<file path="src/core/mpfs_pkg.sv">
package mpfs_pkg;

  localparam int ADDR_W = 8;
  localparam int DATA_W = 32;

  // pin groups and their place in the combined pin vector
  localparam int P0_W   = 8;
  localparam int P1_W   = 2;
  localparam int P2_W   = 8;
  localparam int P3_W   = 8;
  localparam int P6_W   = 3;
  localparam int P8_W   = 8;
  localparam int P0_LSB = 0;
  localparam int P1_LSB = 8;
  localparam int P2_LSB = 10;
  localparam int P3_LSB = 18;
  localparam int P6_LSB = 26;
  localparam int P8_LSB = 29;
  localparam int PIN_W  = 37;

  // port 2 alternate function bit positions
  localparam int P2_SCK  = 0;
  localparam int P2_TX   = 1;
  localparam int P2_RX   = 2;
  localparam int P2_INTA = 3;
  localparam int P2_INTB = 4;
  localparam int P2_TOB  = 5;
  localparam int P2_REMOTE = 6;
  localparam int P2_TOA  = 7;

  // register byte offsets
  localparam logic [7:0] OFS_P0_DATA  = 8'h00;
  localparam logic [7:0] OFS_P0_DIR   = 8'h04;
  localparam logic [7:0] OFS_P0_CTL   = 8'h08;
  localparam logic [7:0] OFS_P1_DATA  = 8'h0c;
  localparam logic [7:0] OFS_P1_DIR   = 8'h10;
  localparam logic [7:0] OFS_PU01     = 8'h14;
  localparam logic [7:0] OFS_P2_DATA  = 8'h18;
  localparam logic [7:0] OFS_P2_DIR   = 8'h1c;
  localparam logic [7:0] OFS_P2_PU    = 8'h20;
  localparam logic [7:0] OFS_P2_CTL   = 8'h24;
  localparam logic [7:0] OFS_EXT_CFG  = 8'h28;
  localparam logic [7:0] OFS_P3_DATA  = 8'h2c;
  localparam logic [7:0] OFS_P3_DIR   = 8'h30;
  localparam logic [7:0] OFS_P3_PU    = 8'h34;
  localparam logic [7:0] OFS_P3_FUNC  = 8'h38;
  localparam logic [7:0] OFS_P6_CTL   = 8'h3c;
  localparam logic [7:0] OFS_P6_DATA  = 8'h40;
  localparam logic [7:0] OFS_LCD_MODE = 8'h44;
  localparam logic [7:0] OFS_P8_DATA  = 8'h48;

  // edge select fields and async transmit select bit of the external interrupt config register
  localparam int EXT_CFG_W = 5;
  localparam int EXT_A_LSB = 0;
  localparam int EXT_B_LSB = 2;
  localparam int EXT_ASYNC = 4;
  localparam logic [1:0] EDGE_NONE = 2'h0;
  localparam logic [1:0] EDGE_RISE = 2'h1;
  localparam logic [1:0] EDGE_FALL = 2'h2;
  localparam logic [1:0] EDGE_BOTH = 2'h3;

  localparam int KR_N     = 8;
  localparam int EDGE_N   = 10;
  localparam int CH_EXT_A = 8;
  localparam int CH_EXT_B = 9;

  // reset values
  localparam logic [7:0] RST_DIR   = 8'hff;
  localparam logic [7:0] RST_LATCH = 8'h00;
  localparam logic [7:0] RST_CTL   = 8'h00;
  localparam logic [7:0] RST_PU    = 8'h00;
  localparam logic [EXT_CFG_W-1:0] RST_EXT_CFG = 5'h00;
  localparam logic       RST_P3_FUNC  = 1'b0;
  localparam logic [2:0] RST_P6_CTL   = 3'h0;
  localparam logic       RST_LCD_MODE = 1'b1;

  typedef struct packed {
    logic [PIN_W-1:0]     sync1;
    logic [PIN_W-1:0]     sync2;
    logic [P0_W-1:0]      p0_latch;
    logic [P0_W-1:0]      p0_dir;
    logic [P0_W-1:0]      p0_ctl;
    logic [P1_W-1:0]      p1_latch;
    logic [P1_W-1:0]      p1_dir;
    logic [1:0]           pu01;
    logic [P2_W-1:0]      p2_latch;
    logic [P2_W-1:0]      p2_dir;
    logic [P2_W-1:0]      p2_pu;
    logic [P2_W-1:0]      p2_ctl;
    logic [EXT_CFG_W-1:0] ext_cfg;
    logic [P3_W-1:0]      p3_latch;
    logic [P3_W-1:0]      p3_dir;
    logic [P3_W-1:0]      p3_pu;
    logic                 p3_func;
    logic [P6_W-1:0]      p6_ctl;
    logic                 lcd_mode;
    logic [PIN_W-1:0]     drv_out;
    logic [PIN_W-1:0]     drv_oe;
    logic [PIN_W-1:0]     pull;
    logic [KR_N-1:0]      kr_level;
    logic                 kr_det;
    logic                 ext_a;
    logic                 ext_b;
    logic                 ser_in;
    logic                 sck_in;
    logic                 ti;
    logic                 remote;
    logic                 pready;
    logic                 pslverr;
    logic [DATA_W-1:0]    prdata;
  } mpfs_state_t;

endpackage

</file>
<file path="src/core/mpfs_edge_if.sv">
`timescale 1ns/1ps
`default_nettype none
interface mpfs_edge_if #(parameter int N = 10);
  logic [N-1:0]   level;
  logic [2*N-1:0] cfg;
  logic [N-1:0]   pulse;
  modport src (output level, output cfg, input pulse);
  modport det (input level, input cfg, output pulse);
endinterface
`default_nettype wire

</file>
<file path="src/core/mpfs_port_block.sv">
// The register offsets and the APB register port were decided locally.
`timescale 1ns/1ps
`default_nettype none
module mpfs_port_block (
  // clock and reset
  input  wire logic                        clk,
  input  wire logic                        nrst,
  // apb slave
  input  wire logic                        psel,
  input  wire logic                        penable,
  input  wire logic                        pwrite,
  input  wire logic [mpfs_pkg::ADDR_W-1:0] paddr,
  input  wire logic [mpfs_pkg::DATA_W-1:0] pwdata,
  output logic      [mpfs_pkg::DATA_W-1:0] prdata,
  output logic                             pready,
  output logic                             pslverr,
  // port 0
  input  wire logic [mpfs_pkg::P0_W-1:0]   p0_in,
  output logic      [mpfs_pkg::P0_W-1:0]   p0_out,
  output logic      [mpfs_pkg::P0_W-1:0]   p0_oe,
  output logic      [mpfs_pkg::P0_W-1:0]   p0_pullup,
  // port 1
  input  wire logic [mpfs_pkg::P1_W-1:0]   p1_in,
  output logic      [mpfs_pkg::P1_W-1:0]   p1_out,
  output logic      [mpfs_pkg::P1_W-1:0]   p1_oe,
  output logic      [mpfs_pkg::P1_W-1:0]   p1_pullup,
  // port 2
  input  wire logic [mpfs_pkg::P2_W-1:0]   p2_in,
  output logic      [mpfs_pkg::P2_W-1:0]   p2_out,
  output logic      [mpfs_pkg::P2_W-1:0]   p2_oe,
  output logic      [mpfs_pkg::P2_W-1:0]   p2_pullup,
  // port 3
  input  wire logic [mpfs_pkg::P3_W-1:0]   p3_in,
  output logic      [mpfs_pkg::P3_W-1:0]   p3_out,
  output logic      [mpfs_pkg::P3_W-1:0]   p3_oe,
  output logic      [mpfs_pkg::P3_W-1:0]   p3_pullup,
  // port 6 and port 8
  input  wire logic [mpfs_pkg::P6_W-1:0]   p6_in,
  input  wire logic [mpfs_pkg::P8_W-1:0]   p8_in,
  output logic      [mpfs_pkg::P8_W-1:0]   p8_out,
  output logic      [mpfs_pkg::P8_W-1:0]   p8_oe,
  // on-chip peripherals, same clock
  input  wire logic                        sync_serial_data_out,
  input  wire logic                        sync_serial_clock_out,
  input  wire logic                        async_serial_transmit_pin,
  input  wire logic                        timer_a_output,
  input  wire logic                        timer_b_output,
  input  wire logic [mpfs_pkg::P3_W-1:0]   sound_freq_outputs,
  input  wire logic [mpfs_pkg::P8_W-1:0]   lcd_shared_outputs,
  output logic                             sync_serial_data_in,
  output logic                             async_serial_receive_pin,
  output logic                             sync_serial_clock_in,
  output logic                             timer_external_clock_in,
  output logic                             remote_timer_input,
  output logic      [mpfs_pkg::KR_N-1:0]   key_return_inputs,
  output logic                             key_return_detect,
  output logic                             ext_interrupt_in_a,
  output logic                             ext_interrupt_in_b,
  output logic      [mpfs_pkg::P6_W-1:0]   analog_inputs_sel
);
  import mpfs_pkg::*;

  mpfs_state_t st;
  mpfs_state_t next_st;

  mpfs_edge_if #(.N(EDGE_N)) edge_bus ();

  logic [P0_W-1:0] s_p0;
  logic [P1_W-1:0] s_p1;
  logic [P2_W-1:0] s_p2;
  logic [P3_W-1:0] s_p3;
  logic [P6_W-1:0] s_p6;
  logic [P8_W-1:0] s_p8;
  logic [P2_W-1:0] p2_alt;
  logic            wr_go;
  logic            rd_go;

  // input pins after the two-stage synchroniser
  assign s_p0 = st.sync2[P0_LSB +: P0_W];
  assign s_p1 = st.sync2[P1_LSB +: P1_W];
  assign s_p2 = st.sync2[P2_LSB +: P2_W];
  assign s_p3 = st.sync2[P3_LSB +: P3_W];
  assign s_p6 = st.sync2[P6_LSB +: P6_W];
  assign s_p8 = st.sync2[P8_LSB +: P8_W];

  assign edge_bus.level = {s_p2[P2_INTB], s_p2[P2_INTA], s_p0};
  assign edge_bus.cfg   = {st.ext_cfg[EXT_B_LSB +: 2],
                           st.ext_cfg[EXT_A_LSB +: 2],
                           {KR_N{EDGE_FALL}}};

  mpfs_edge_det #(.N(EDGE_N)) u_edge (
    .clk  (clk),
    .nrst (nrst),
    .bus  (edge_bus.det)
  );

  // output bits are the latch, input bits are the pin
  function automatic logic [7:0] port_read(input logic [7:0] latch,
                                           input logic [7:0] dir,
                                           input logic [7:0] pin);
    return (dir & pin) | (~dir & latch);
  endfunction

  assign wr_go = psel & penable & st.pready & pwrite;
  assign rd_go = psel & penable & ~st.pready;

  always_comb begin
    p2_alt         = st.p2_latch;
    p2_alt[P2_SCK] = sync_serial_clock_out;
    p2_alt[P2_TX]  = st.ext_cfg[EXT_ASYNC] ? async_serial_transmit_pin
                                           : sync_serial_data_out;
    p2_alt[P2_TOB] = timer_b_output;
    p2_alt[P2_TOA] = timer_a_output;
  end

  always_comb begin
    next_st       = st;
    next_st.sync1 = {p8_in, p6_in, p3_in, p2_in, p1_in, p0_in};
    next_st.sync2 = st.sync1;

    // one wait state: ready rises in the cycle after penable
    next_st.pready  = rd_go;
    next_st.pslverr = 1'b0;
    if (rd_go) begin
      next_st.prdata = '0;
      case (paddr)
        OFS_P0_DATA:  next_st.prdata = 32'(port_read(st.p0_latch,
                                           st.p0_dir, s_p0));
        OFS_P0_DIR:   next_st.prdata = 32'(st.p0_dir);
        OFS_P0_CTL:   next_st.prdata = 32'(st.p0_ctl);
        OFS_P1_DATA:  next_st.prdata = 32'(port_read({6'h00, st.p1_latch},
                                           {6'h00, st.p1_dir},
                                           {6'h00, s_p1}));
        OFS_P1_DIR:   next_st.prdata = 32'(st.p1_dir);
        OFS_PU01:     next_st.prdata = 32'(st.pu01);
        OFS_P2_DATA:  next_st.prdata = 32'(port_read(st.p2_latch,
                                           st.p2_dir, s_p2));
        OFS_P2_DIR:   next_st.prdata = 32'(st.p2_dir);
        OFS_P2_PU:    next_st.prdata = 32'(st.p2_pu);
        OFS_P2_CTL:   next_st.prdata = 32'(st.p2_ctl);
        OFS_EXT_CFG:  next_st.prdata = 32'(st.ext_cfg);
        OFS_P3_DATA:  next_st.prdata = 32'(port_read(st.p3_latch,
                                           st.p3_dir, s_p3));
        OFS_P3_DIR:   next_st.prdata = 32'(st.p3_dir);
        OFS_P3_PU:    next_st.prdata = 32'(st.p3_pu);
        OFS_P3_FUNC:  next_st.prdata = 32'(st.p3_func);
        OFS_P6_CTL:   next_st.prdata = 32'(st.p6_ctl);
        // analog pins read as zero on the digital path
        OFS_P6_DATA:  next_st.prdata = 32'(s_p6 & ~st.p6_ctl);
        OFS_LCD_MODE: next_st.prdata = 32'(st.lcd_mode);
        OFS_P8_DATA:  next_st.prdata = 32'(s_p8 & {P8_W{~st.lcd_mode}});
        default:      next_st.pslverr = 1'b1;
      endcase
    end

    if (wr_go) begin
      case (paddr)
        OFS_P0_DATA:  next_st.p0_latch = pwdata[P0_W-1:0];
        OFS_P0_DIR:   next_st.p0_dir   = pwdata[P0_W-1:0];
        OFS_P0_CTL:   next_st.p0_ctl   = pwdata[P0_W-1:0];
        OFS_P1_DATA:  next_st.p1_latch = pwdata[P1_W-1:0];
        OFS_P1_DIR:   next_st.p1_dir   = pwdata[P1_W-1:0];
        OFS_PU01:     next_st.pu01     = pwdata[1:0];
        OFS_P2_DATA:  next_st.p2_latch = pwdata[P2_W-1:0];
        OFS_P2_DIR:   next_st.p2_dir   = pwdata[P2_W-1:0];
        OFS_P2_PU:    next_st.p2_pu    = pwdata[P2_W-1:0];
        OFS_P2_CTL:   next_st.p2_ctl   = pwdata[P2_W-1:0];
        OFS_EXT_CFG:  next_st.ext_cfg  = pwdata[EXT_CFG_W-1:0];
        OFS_P3_DATA:  next_st.p3_latch = pwdata[P3_W-1:0];
        OFS_P3_DIR:   next_st.p3_dir   = pwdata[P3_W-1:0];
        OFS_P3_PU:    next_st.p3_pu    = pwdata[P3_W-1:0];
        OFS_P3_FUNC:  next_st.p3_func  = pwdata[0];
        OFS_P6_CTL:   next_st.p6_ctl   = pwdata[P6_W-1:0];
        OFS_LCD_MODE: next_st.lcd_mode = pwdata[0];
        default: ;
      endcase
    end

    // pin drivers; port 6 bits never drive
    next_st.drv_out = '0;
    next_st.drv_oe  = '0;
    next_st.pull    = '0;
    next_st.drv_out[P0_LSB +: P0_W] = st.p0_latch;
    next_st.drv_oe[P0_LSB +: P0_W]  = ~st.p0_dir & ~st.p0_ctl;
    next_st.pull[P0_LSB +: P0_W]    = {P0_W{st.pu01[0]}} & st.p0_dir
                                      & ~st.p0_ctl;
    next_st.drv_out[P1_LSB +: P1_W] = st.p1_latch;
    next_st.drv_oe[P1_LSB +: P1_W]  = ~st.p1_dir;
    next_st.pull[P1_LSB +: P1_W]    = {P1_W{st.pu01[1]}}
                                      & st.p1_dir;
    // in control mode port 2 direction still follows its register
    next_st.drv_out[P2_LSB +: P2_W] = (st.p2_ctl & p2_alt)
                                      | (~st.p2_ctl & st.p2_latch);
    next_st.drv_oe[P2_LSB +: P2_W]  = ~st.p2_dir;
    next_st.pull[P2_LSB +: P2_W]    = st.p2_pu & st.p2_dir
                                      & ~st.p2_ctl;
    next_st.drv_out[P3_LSB +: P3_W] = st.p3_func ? sound_freq_outputs
                                                 : st.p3_latch;
    next_st.drv_oe[P3_LSB +: P3_W]  = st.p3_func ? {P3_W{1'b1}}
                                                 : ~st.p3_dir;
    next_st.pull[P3_LSB +: P3_W]    = st.p3_pu & st.p3_dir
                                      & {P3_W{~st.p3_func}};
    next_st.drv_out[P8_LSB +: P8_W] = lcd_shared_outputs;
    next_st.drv_oe[P8_LSB +: P8_W]  = {P8_W{st.lcd_mode}};

    // key return and serial inputs idle high when their pin is in port mode; timer clock and remote inputs idle low
    next_st.kr_level = s_p0 | ~st.p0_ctl;
    next_st.kr_det   = |(edge_bus.pulse[KR_N-1:0] & st.p0_ctl);
    next_st.ext_a    = edge_bus.pulse[CH_EXT_A] & st.p2_ctl[P2_INTA];
    next_st.ext_b    = edge_bus.pulse[CH_EXT_B] & st.p2_ctl[P2_INTB];
    next_st.ser_in   = s_p2[P2_RX] | ~st.p2_ctl[P2_RX];
    next_st.sck_in   = s_p2[P2_SCK] | ~st.p2_ctl[P2_SCK];
    next_st.ti       = s_p2[P2_INTA] & st.p2_ctl[P2_INTA];
    next_st.remote   = s_p2[P2_REMOTE] & st.p2_ctl[P2_REMOTE];

    if (!nrst) begin
      next_st          = '0;
      next_st.p0_latch = RST_LATCH;
      next_st.p0_dir   = RST_DIR;
      next_st.p0_ctl   = RST_CTL;
      next_st.p1_latch = RST_LATCH[P1_W-1:0];
      next_st.p1_dir   = RST_DIR[P1_W-1:0];
      next_st.pu01     = RST_PU[1:0];
      next_st.p2_latch = RST_LATCH;
      next_st.p2_dir   = RST_DIR;
      next_st.p2_pu    = RST_PU;
      next_st.p2_ctl   = RST_CTL;
      next_st.ext_cfg  = RST_EXT_CFG;
      next_st.p3_latch = RST_LATCH;
      next_st.p3_dir   = RST_DIR;
      next_st.p3_pu    = RST_PU;
      next_st.p3_func  = RST_P3_FUNC;
      next_st.p6_ctl   = RST_P6_CTL;
      next_st.lcd_mode = RST_LCD_MODE;
      // lcd pins drive from reset on, as the mode register says
      next_st.drv_oe[P8_LSB +: P8_W] = {P8_W{RST_LCD_MODE}};
      next_st.kr_level = {KR_N{1'b1}};
      next_st.ser_in   = 1'b1;
      next_st.sck_in   = 1'b1;
    end
  end

  always_ff @(posedge clk) begin
    st <= next_st;
  end

  assign prdata    = st.prdata;
  assign pready    = st.pready;
  assign pslverr   = st.pslverr;
  assign p0_out    = st.drv_out[P0_LSB +: P0_W];
  assign p0_oe     = st.drv_oe[P0_LSB +: P0_W];
  assign p0_pullup = st.pull[P0_LSB +: P0_W];
  assign p1_out    = st.drv_out[P1_LSB +: P1_W];
  assign p1_oe     = st.drv_oe[P1_LSB +: P1_W];
  assign p1_pullup = st.pull[P1_LSB +: P1_W];
  assign p2_out    = st.drv_out[P2_LSB +: P2_W];
  assign p2_oe     = st.drv_oe[P2_LSB +: P2_W];
  assign p2_pullup = st.pull[P2_LSB +: P2_W];
  assign p3_out    = st.drv_out[P3_LSB +: P3_W];
  assign p3_oe     = st.drv_oe[P3_LSB +: P3_W];
  assign p3_pullup = st.pull[P3_LSB +: P3_W];
  assign p8_out    = st.drv_out[P8_LSB +: P8_W];
  assign p8_oe     = st.drv_oe[P8_LSB +: P8_W];

  assign sync_serial_data_in      = st.ser_in;
  assign async_serial_receive_pin = st.ser_in;
  assign sync_serial_clock_in     = st.sck_in;
  assign timer_external_clock_in  = st.ti;
  assign remote_timer_input       = st.remote;
  assign key_return_inputs        = st.kr_level;
  assign key_return_detect        = st.kr_det;
  assign ext_interrupt_in_a       = st.ext_a;
  assign ext_interrupt_in_b       = st.ext_b;
  assign analog_inputs_sel        = st.p6_ctl;
endmodule
`default_nettype wire

</file>
<file path="src/core/mpfs_edge_det.sv">
`timescale 1ns/1ps
`default_nettype none
module mpfs_edge_det #(
  parameter int N = 10
) (
  // clock and reset
  input wire logic clk,
  input wire logic nrst,
  // levels in, edge pulses out
  mpfs_edge_if.det bus
);
  import mpfs_pkg::*;

  typedef struct packed {
    logic         armed;
    logic [N-1:0] prev;
    logic [N-1:0] pulse;
  } mpfs_edge_state_t;

  mpfs_edge_state_t st;
  mpfs_edge_state_t next_st;

  function automatic logic edge_hit(input logic [1:0] cfg,
                                    input logic prev, input logic cur);
    return (cfg[0] & ~prev & cur) | (cfg[1] & prev & ~cur);
  endfunction

  always_comb begin
    next_st       = st;
    next_st.prev  = bus.level;
    next_st.armed = 1'b1;
    for (int i = 0; i < N; i++) begin
      // first sample after reset only primes prev
      next_st.pulse[i] = st.armed &
        edge_hit(bus.cfg[2*i +: 2], st.prev[i], bus.level[i]);
    end
    if (!nrst) begin
      next_st = '0;
    end
  end

  always_ff @(posedge clk) begin
    st <= next_st;
  end

  assign bus.pulse = st.pulse;
endmodule
`default_nettype wire

</file>
<file path="config.mk">
export PLATFORM = sky130hd
export DESIGN_NAME = mpfs_port_block
export DESIGN_NICKNAME = d
export VERILOG_FILES = /design/src/core/mpfs_pkg.sv /design/src/core/mpfs_edge_if.sv /design/src/core/mpfs_port_block.sv /design/src/core/mpfs_edge_det.sv
export SDC_FILE = /design/constraint.sdc
export NUM_CORES = 1
export LEC_CHECK = 0
export BUFFER_PORTS_ARGS = -buffer_cell sky130_fd_sc_hd__buf_2
export CAP_MARGIN = 10
export CORE_MARGIN = 10
export CORE_UTILIZATION = 55
export CTS_CLUSTER_DIAMETER = 50
export DETAILED_ROUTE_END_ITERATION = 16
export MAX_ROUTING_LAYER = met4
export PLACE_DENSITY = 0.8
export SLEW_MARGIN = 20
export SYNTH_ARGS = -nofsm -noshare
export SYNTH_HDL_FRONTEND = slang
export SYNTH_SLANG_ARGS = --single-unit
export TNS_END_PERCENT = 20
</file>
<file path="constraint.sdc">
create_clock -name clk -period 2.74 [get_ports clk]
set_input_delay 0.411 -clock clk [delete_from_list [all_inputs] [get_ports clk]]
set_output_delay 0.411 -clock clk [all_outputs]
set_load 0.1 [all_outputs]
</file>
---- Yosys cells after proc, flatten, opt, wreduce, memory -nomap -nowiden ----
Cells that the tools add are included.
cells by class
  bitwise gates (word level) .............. 90
  equality and inequality tests ........... 18
  reductions and logical operators ........ 21
  mux-type cells .......................... 6
operators by type and width
  cell                count
  $pmux 32 s19        1
  $and 8x8->8         17
  $eq 8x6->1 const B  8
  $not 8->8           5
  $or 8x8->8          5
  $reduce_and 2->1    18
  $and 1x1->1         34
  $and 3x32->32       1
  $eq 8x5->1 const B  4
  $not 3->32          1
  $eq 8x7->1 const B  3
  $mux 21             1
  $reduce_or 19->1    1
  $not 1->1           17
  $eq 8x4->1 const B  2
  $mux 8              2
  $and 8x2->8         1
  $eq 8x3->1 const B  1
  $logic_not 8->1     1
  $not 2->8           1
  $or 2x8->8          1
  $reduce_or 8->1     1
  $and 2x2->2         2
  $or 1x1->1          4
  2 further kinds     3
word-level totals
  word-level logic and storage cells ...... 171
  flip-flop bits (word level) ............. 327
  output and inout port bits .............. 147
  bits of input ports ..................... 103

---- Depth between registers and ports, before layout ----
  depth in word-level cells ............... 6
  mapped depth ............................ 9
  depth with buffers taken out ............ 6

---- Modules after synthesis ----
Synthesis repeated with hierarchy kept, for this count alone.
second synthesis, totals
  cells, all modules ...................... 1219
  area, all modules ....................... 11949.0 um^2
modules (own cells, without submodules)
  module           times used  seq. area each (um^2)  area an instance (um^2)  cells an instance
  mpfs_port_block  1           5645.4                 11177.0                  1146
  mpfs_edge_det    1           420.4                  772.0                    73

---- Worst setup path after synthesis ----
Ideal clock, no wire load.
  path kind ............................... register to register
  start ................................... register st (netlist bit pready)
  end ..................................... register st[241] (netlist name)
  clock period less this slack ............ 2.242 ns
  arrival ................................. 2.163 ns
  buffers on the path ..................... 2
  library setup time ...................... 0.079 ns
  setup slack ............................. 0.498 ns
  required time ........................... 2.661 ns
  cell stages (with the launch flop) ...... 8
  path through ............................ dfxtp_1 and4_1 clkbuf_1 nand2_1 clkbuf_1 nor2_2 nand2_1 o211ai_1
between the ends
  longest elaborated chain between the ends .. 3
RTL lines
  element                            line                    source
  start, declared                    mpfs_port_block.sv:63   mpfs_state_t st;
  start signal, assigned             mpfs_port_block.sv:244  st <= next_st;
  $and 1x1->1 (2 in a row)           mpfs_port_block.sv:104  assign wr_go = psel & penable & st.pready & pwrite;
  $reduce_and 2->1 (no source line)  --
Every way passes these cells.
A chain may end at the register's enable or synchronous reset.

---- Worst setup path after layout ----
  start ................................... register st[253] (netlist name)
  end ..................................... register st (netlist bit prdata[5])
between the ends
  longest elaborated chain between the ends .. 3
RTL lines
  element       line                    source
  $and 8x8->8   mpfs_port_block.sv:101  return (dir & pin) | (~dir & latch);
  $or 8x8->8    mpfs_port_block.sv:101
  $pmux 32 s19  mpfs_port_block.sv:126  case (paddr)
Every way passes these cells.

==> impl_metrics.csv <==
group,metric,value,unit
routing,routed_wirelength,37700,um
cts,post_cts_buffers,0,
sta,hold_viol_final,0,
synth,synth_simple_gate_area_frac,0.216,
routing,viasPerCell,5.55,
sta,maxSlewHeadroom,0.539,
sta,grt_setup_unrepaired,"false",
global_route,antenna_found_initial,0,
sta,clock_skew,0.0140,ns
global_route,grt_max_degree,116,
placement,hpwl,27700,um
routing,dr.pass1.iters,6,
global_route,overflow,0,
critical_path,crit_path_end_kind,"register",
placement,gp_congestion,1.02,
global_route,grt_util_all_layers,0.265,
synth,yosysSeqAreaShare,0.515,
pwr,irDropWorstVdd,0.532,mV
synth,ys.flop_type,"dfxtp_1",
sta,finalSetupViolCount,0,
synth,synth-compound-area-share,0.117,
sta,fmax,476,MHz
cells_and_area,utilization,0.641,
critical_path,path_cells,"or3b_2 > a21oi_1 > a21oi_1 > buf_4 > nor3_1 > a2111oi_0 > buf_4 > a22oi_1",
die,die_h,166,um
critical_path,worstPathMaxFanout,3,
critical_path,required,3.23,ns
sta,period_needed,2.10,ns
critical_path,path_class,"reg -> reg",
die,num_rows,53,
cells_and_area,fin_nets,1489,
cts,cts_buffers,31,
sta,finalCritPeriodShare,0.767,
synth,syn_area,11800,um^2
cts,htreeDepth,1,
cts,hold_buffers,0,
synth,synth_xor_area_frac,0,
cts,cts.repair.resized,0,
synth,avgSynthCellArea,9.18,um^2
critical_path,crit_family,"simple AND/OR/NAND/NOR gates",
cts,clk-insertion-delay-late,0.57,ns
pwr,power.leakage,5.73,nW
synth,synthAdderAreaFrac,0,
status,outcome,"completed",
die,die_w,166,um
synth,synthMuxAreaShare,0.0319,
cells_and_area,syn2layout_area_growth,14.4,%
global_route,grt_pass1_wl,56100,um
cts,clkTransAtPathRegs,0.06,ns
cts,cts_buffer_depth,3,
cts,cts.sinks,303,
pwr,powerDensity,703,nW/um^2
routing,vias,9345,
sta,finalSetupTns,0,ns
critical_path,cp_slowest_cell,"or3b_2",
cells_and_area,final_cell_mix,"dfxtp_1 (303), buf_2 (200), nand2_1 (160)",
routing,drtIter0Drc,1066,
die,start_util,0.560,
die,die_area,27700,um^2
sta,slew_violations,0,
cells_and_area,final_common_cell,"dfxtp_1",
run,maxCapViolations,0,
critical_path,cp.buffers_inverters,2,
die,io_pins,250,
routing,wl_per_cell,22.4,um
synth,synth_cells,1282,
synth,synth_edf_count,0,
critical_path,cp-start-kind,"register",
sta,tightest_slew,0.692,ns
synth,synthArstFlopShare,0,
placement,portBuffers,201,
cells_and_area,num_antenna_cells,0,
synth,yosysUniqueCellTypes,66,
critical_path,slowest_delay,0.45,ns
die,coreArea,21000,um^2
synth,ys_ff_latch,303,
cells_and_area,drive_gt1_frac,0.241,
synth,synth_top_family_by_area,"simple AND/OR/NAND/NOR gates",
cts,root_buffer,"clkbuf_16",
hold_path,holdCritPathClass,"in -> reg",
global_route,grt_pass1_vias,8958,
synth,yosysWarnings,0,
routing,ant_nets,0,
critical_path,crit_arrival,2.59,ns
cts,cts_tree,"built",
routing,drc,0,
## kinds of logic after synthesis
| kind of cell | Yosys count |
|---|---|
| AND/OR/NAND/NOR | 477 |
| flip-flops | 303 |
| AO/OA/AOI/OAI | 239 |
| buffers and inverters | 226 |
| multiplexers | 36 |
| other | 1 |
## worst reg2reg max path, cell delays in order (launching register included)
cell,delay (ns)
dfxtp_1,0.38
or3b_2,0.45
a21oi_1,0.18
a21oi_1,0.06
buf_4,0.17
nor3_1,0.34
a2111oi_0,0.13
buf_4,0.18
a22oi_1,0.15
## routing by layer
metal | up-vias | part of all wire | global-route usage
met5 | - | 0 | -
met4 | 0 | 0.024 | 0.0672
met3 | 60 | 0.10 | 0.0442
met2 | 517 | 0.43 | 0.399
met1 | 4369 | 0.44 | 0.364
li1 | 4399 | - | -
## flip-flops by register name, indices dropped and copies added (netlist names), 6 cells and up
signal / count
edge_bus.level: 10
key_return_inputs: 8
p0_oe: 8
p0_out: 8
p0_pullup: 8
p2_oe: 8
p2_out: 8
p2_pullup: 8
p3_oe: 8
p3_out: 8
p3_pullup: 8
p8_out: 8
prdata: 8
s_p2: 6
s_p3: 8
s_p8: 8
st: 122
u_edge.bus.pulse: 10
u_edge.st: 11
## synth_stat cells, types with 19 or more instances
| cell | number | area, um^2 |
|---|---|---|
| o21ai_0 | 45 | 225 |
| nand3_1 | 53 | 265 |
| buf_4 | 138 | 1040 |
| and2_1 | 111 | 694 |
| buf_2 | 20 | 100 |
| o21ai_1 | 32 | 160 |
| mux2i_1 | 33 | 330 |
| nor2_1 | 46 | 173 |
| dfxtp_1 | 303 | 6070 |
| clkbuf_1 | 53 | 199 |
| a21oi_1 | 97 | 485 |
| nand2_1 | 160 | 601 |
| a22oi_1 | 19 | 143 |
## final cells by class
| cell class | count | area (um^2) |
|---|---|---|
| inverters | 7 | 26.3 |
| well taps | 275 | 344 |
| clock buffers | 41 | 873 |
| clock inverters | 16 | 214 |
| fillers | 1732 | 7550 |
| multi-input cells | 776 | 4400 |
| repair buffers | 267 | 1540 |
| flip-flops and latches | 303 | 6070 |
## path summary, 6_finish.rpt
| kind | cells after the start | end | from | slack, ns |
|---|---|---|---|---|
| setup / recovery | 8 | prdata[5]$_SDFFE_PN0P_ | st[253]$_SDFFE_PN0P_ | 0.64 |
| hold / removal | 2 | p8_out[5]$_SDFF_PN0_ | lcd_shared_outputs[5] | 0.04 |
| setup reg to reg | 8 | prdata[5]$_SDFFE_PN0P_ | st[253]$_SDFFE_PN0P_ | 0.64 |
| hold reg to reg | 1 | edge_bus.level[5]$_SDFF_PN0_ | st[298]$_SDFF_PN0_ | 0.43 |
## stage by stage
stage | hold slack, ns | setup slack [ns] | std cells | power, mW | instance area [um^2]
floorplan | 0.404 | 0.498 | 1305 | 5.02 | 11900
finish | 0.0399 | 0.638 | 1685 | 9.47 | 13500
global route | 0.0365 | 0.451 | 1685 | 9.72 | 13500
global placement | 0.414 | 0.448 | 1628 | 5.18 | 12400
CTS | 0.0294 | 0.668 | 1685 | 9.50 | 13500
detailed placement | 0.417 | 0.433 | 1628 | 5.19 | 12400
## power by group
group | switching (mW) | total [mW] | internal (mW)
Sequential | 0.0296 | 4.50 | 4.47
Combinational | 0.455 | 0.600 | 0.145
Clock | 1.81 | 4.37 | 2.56
Total | 2.29 | 9.47 | 7.17
Power figures use the tool's default switching activity.
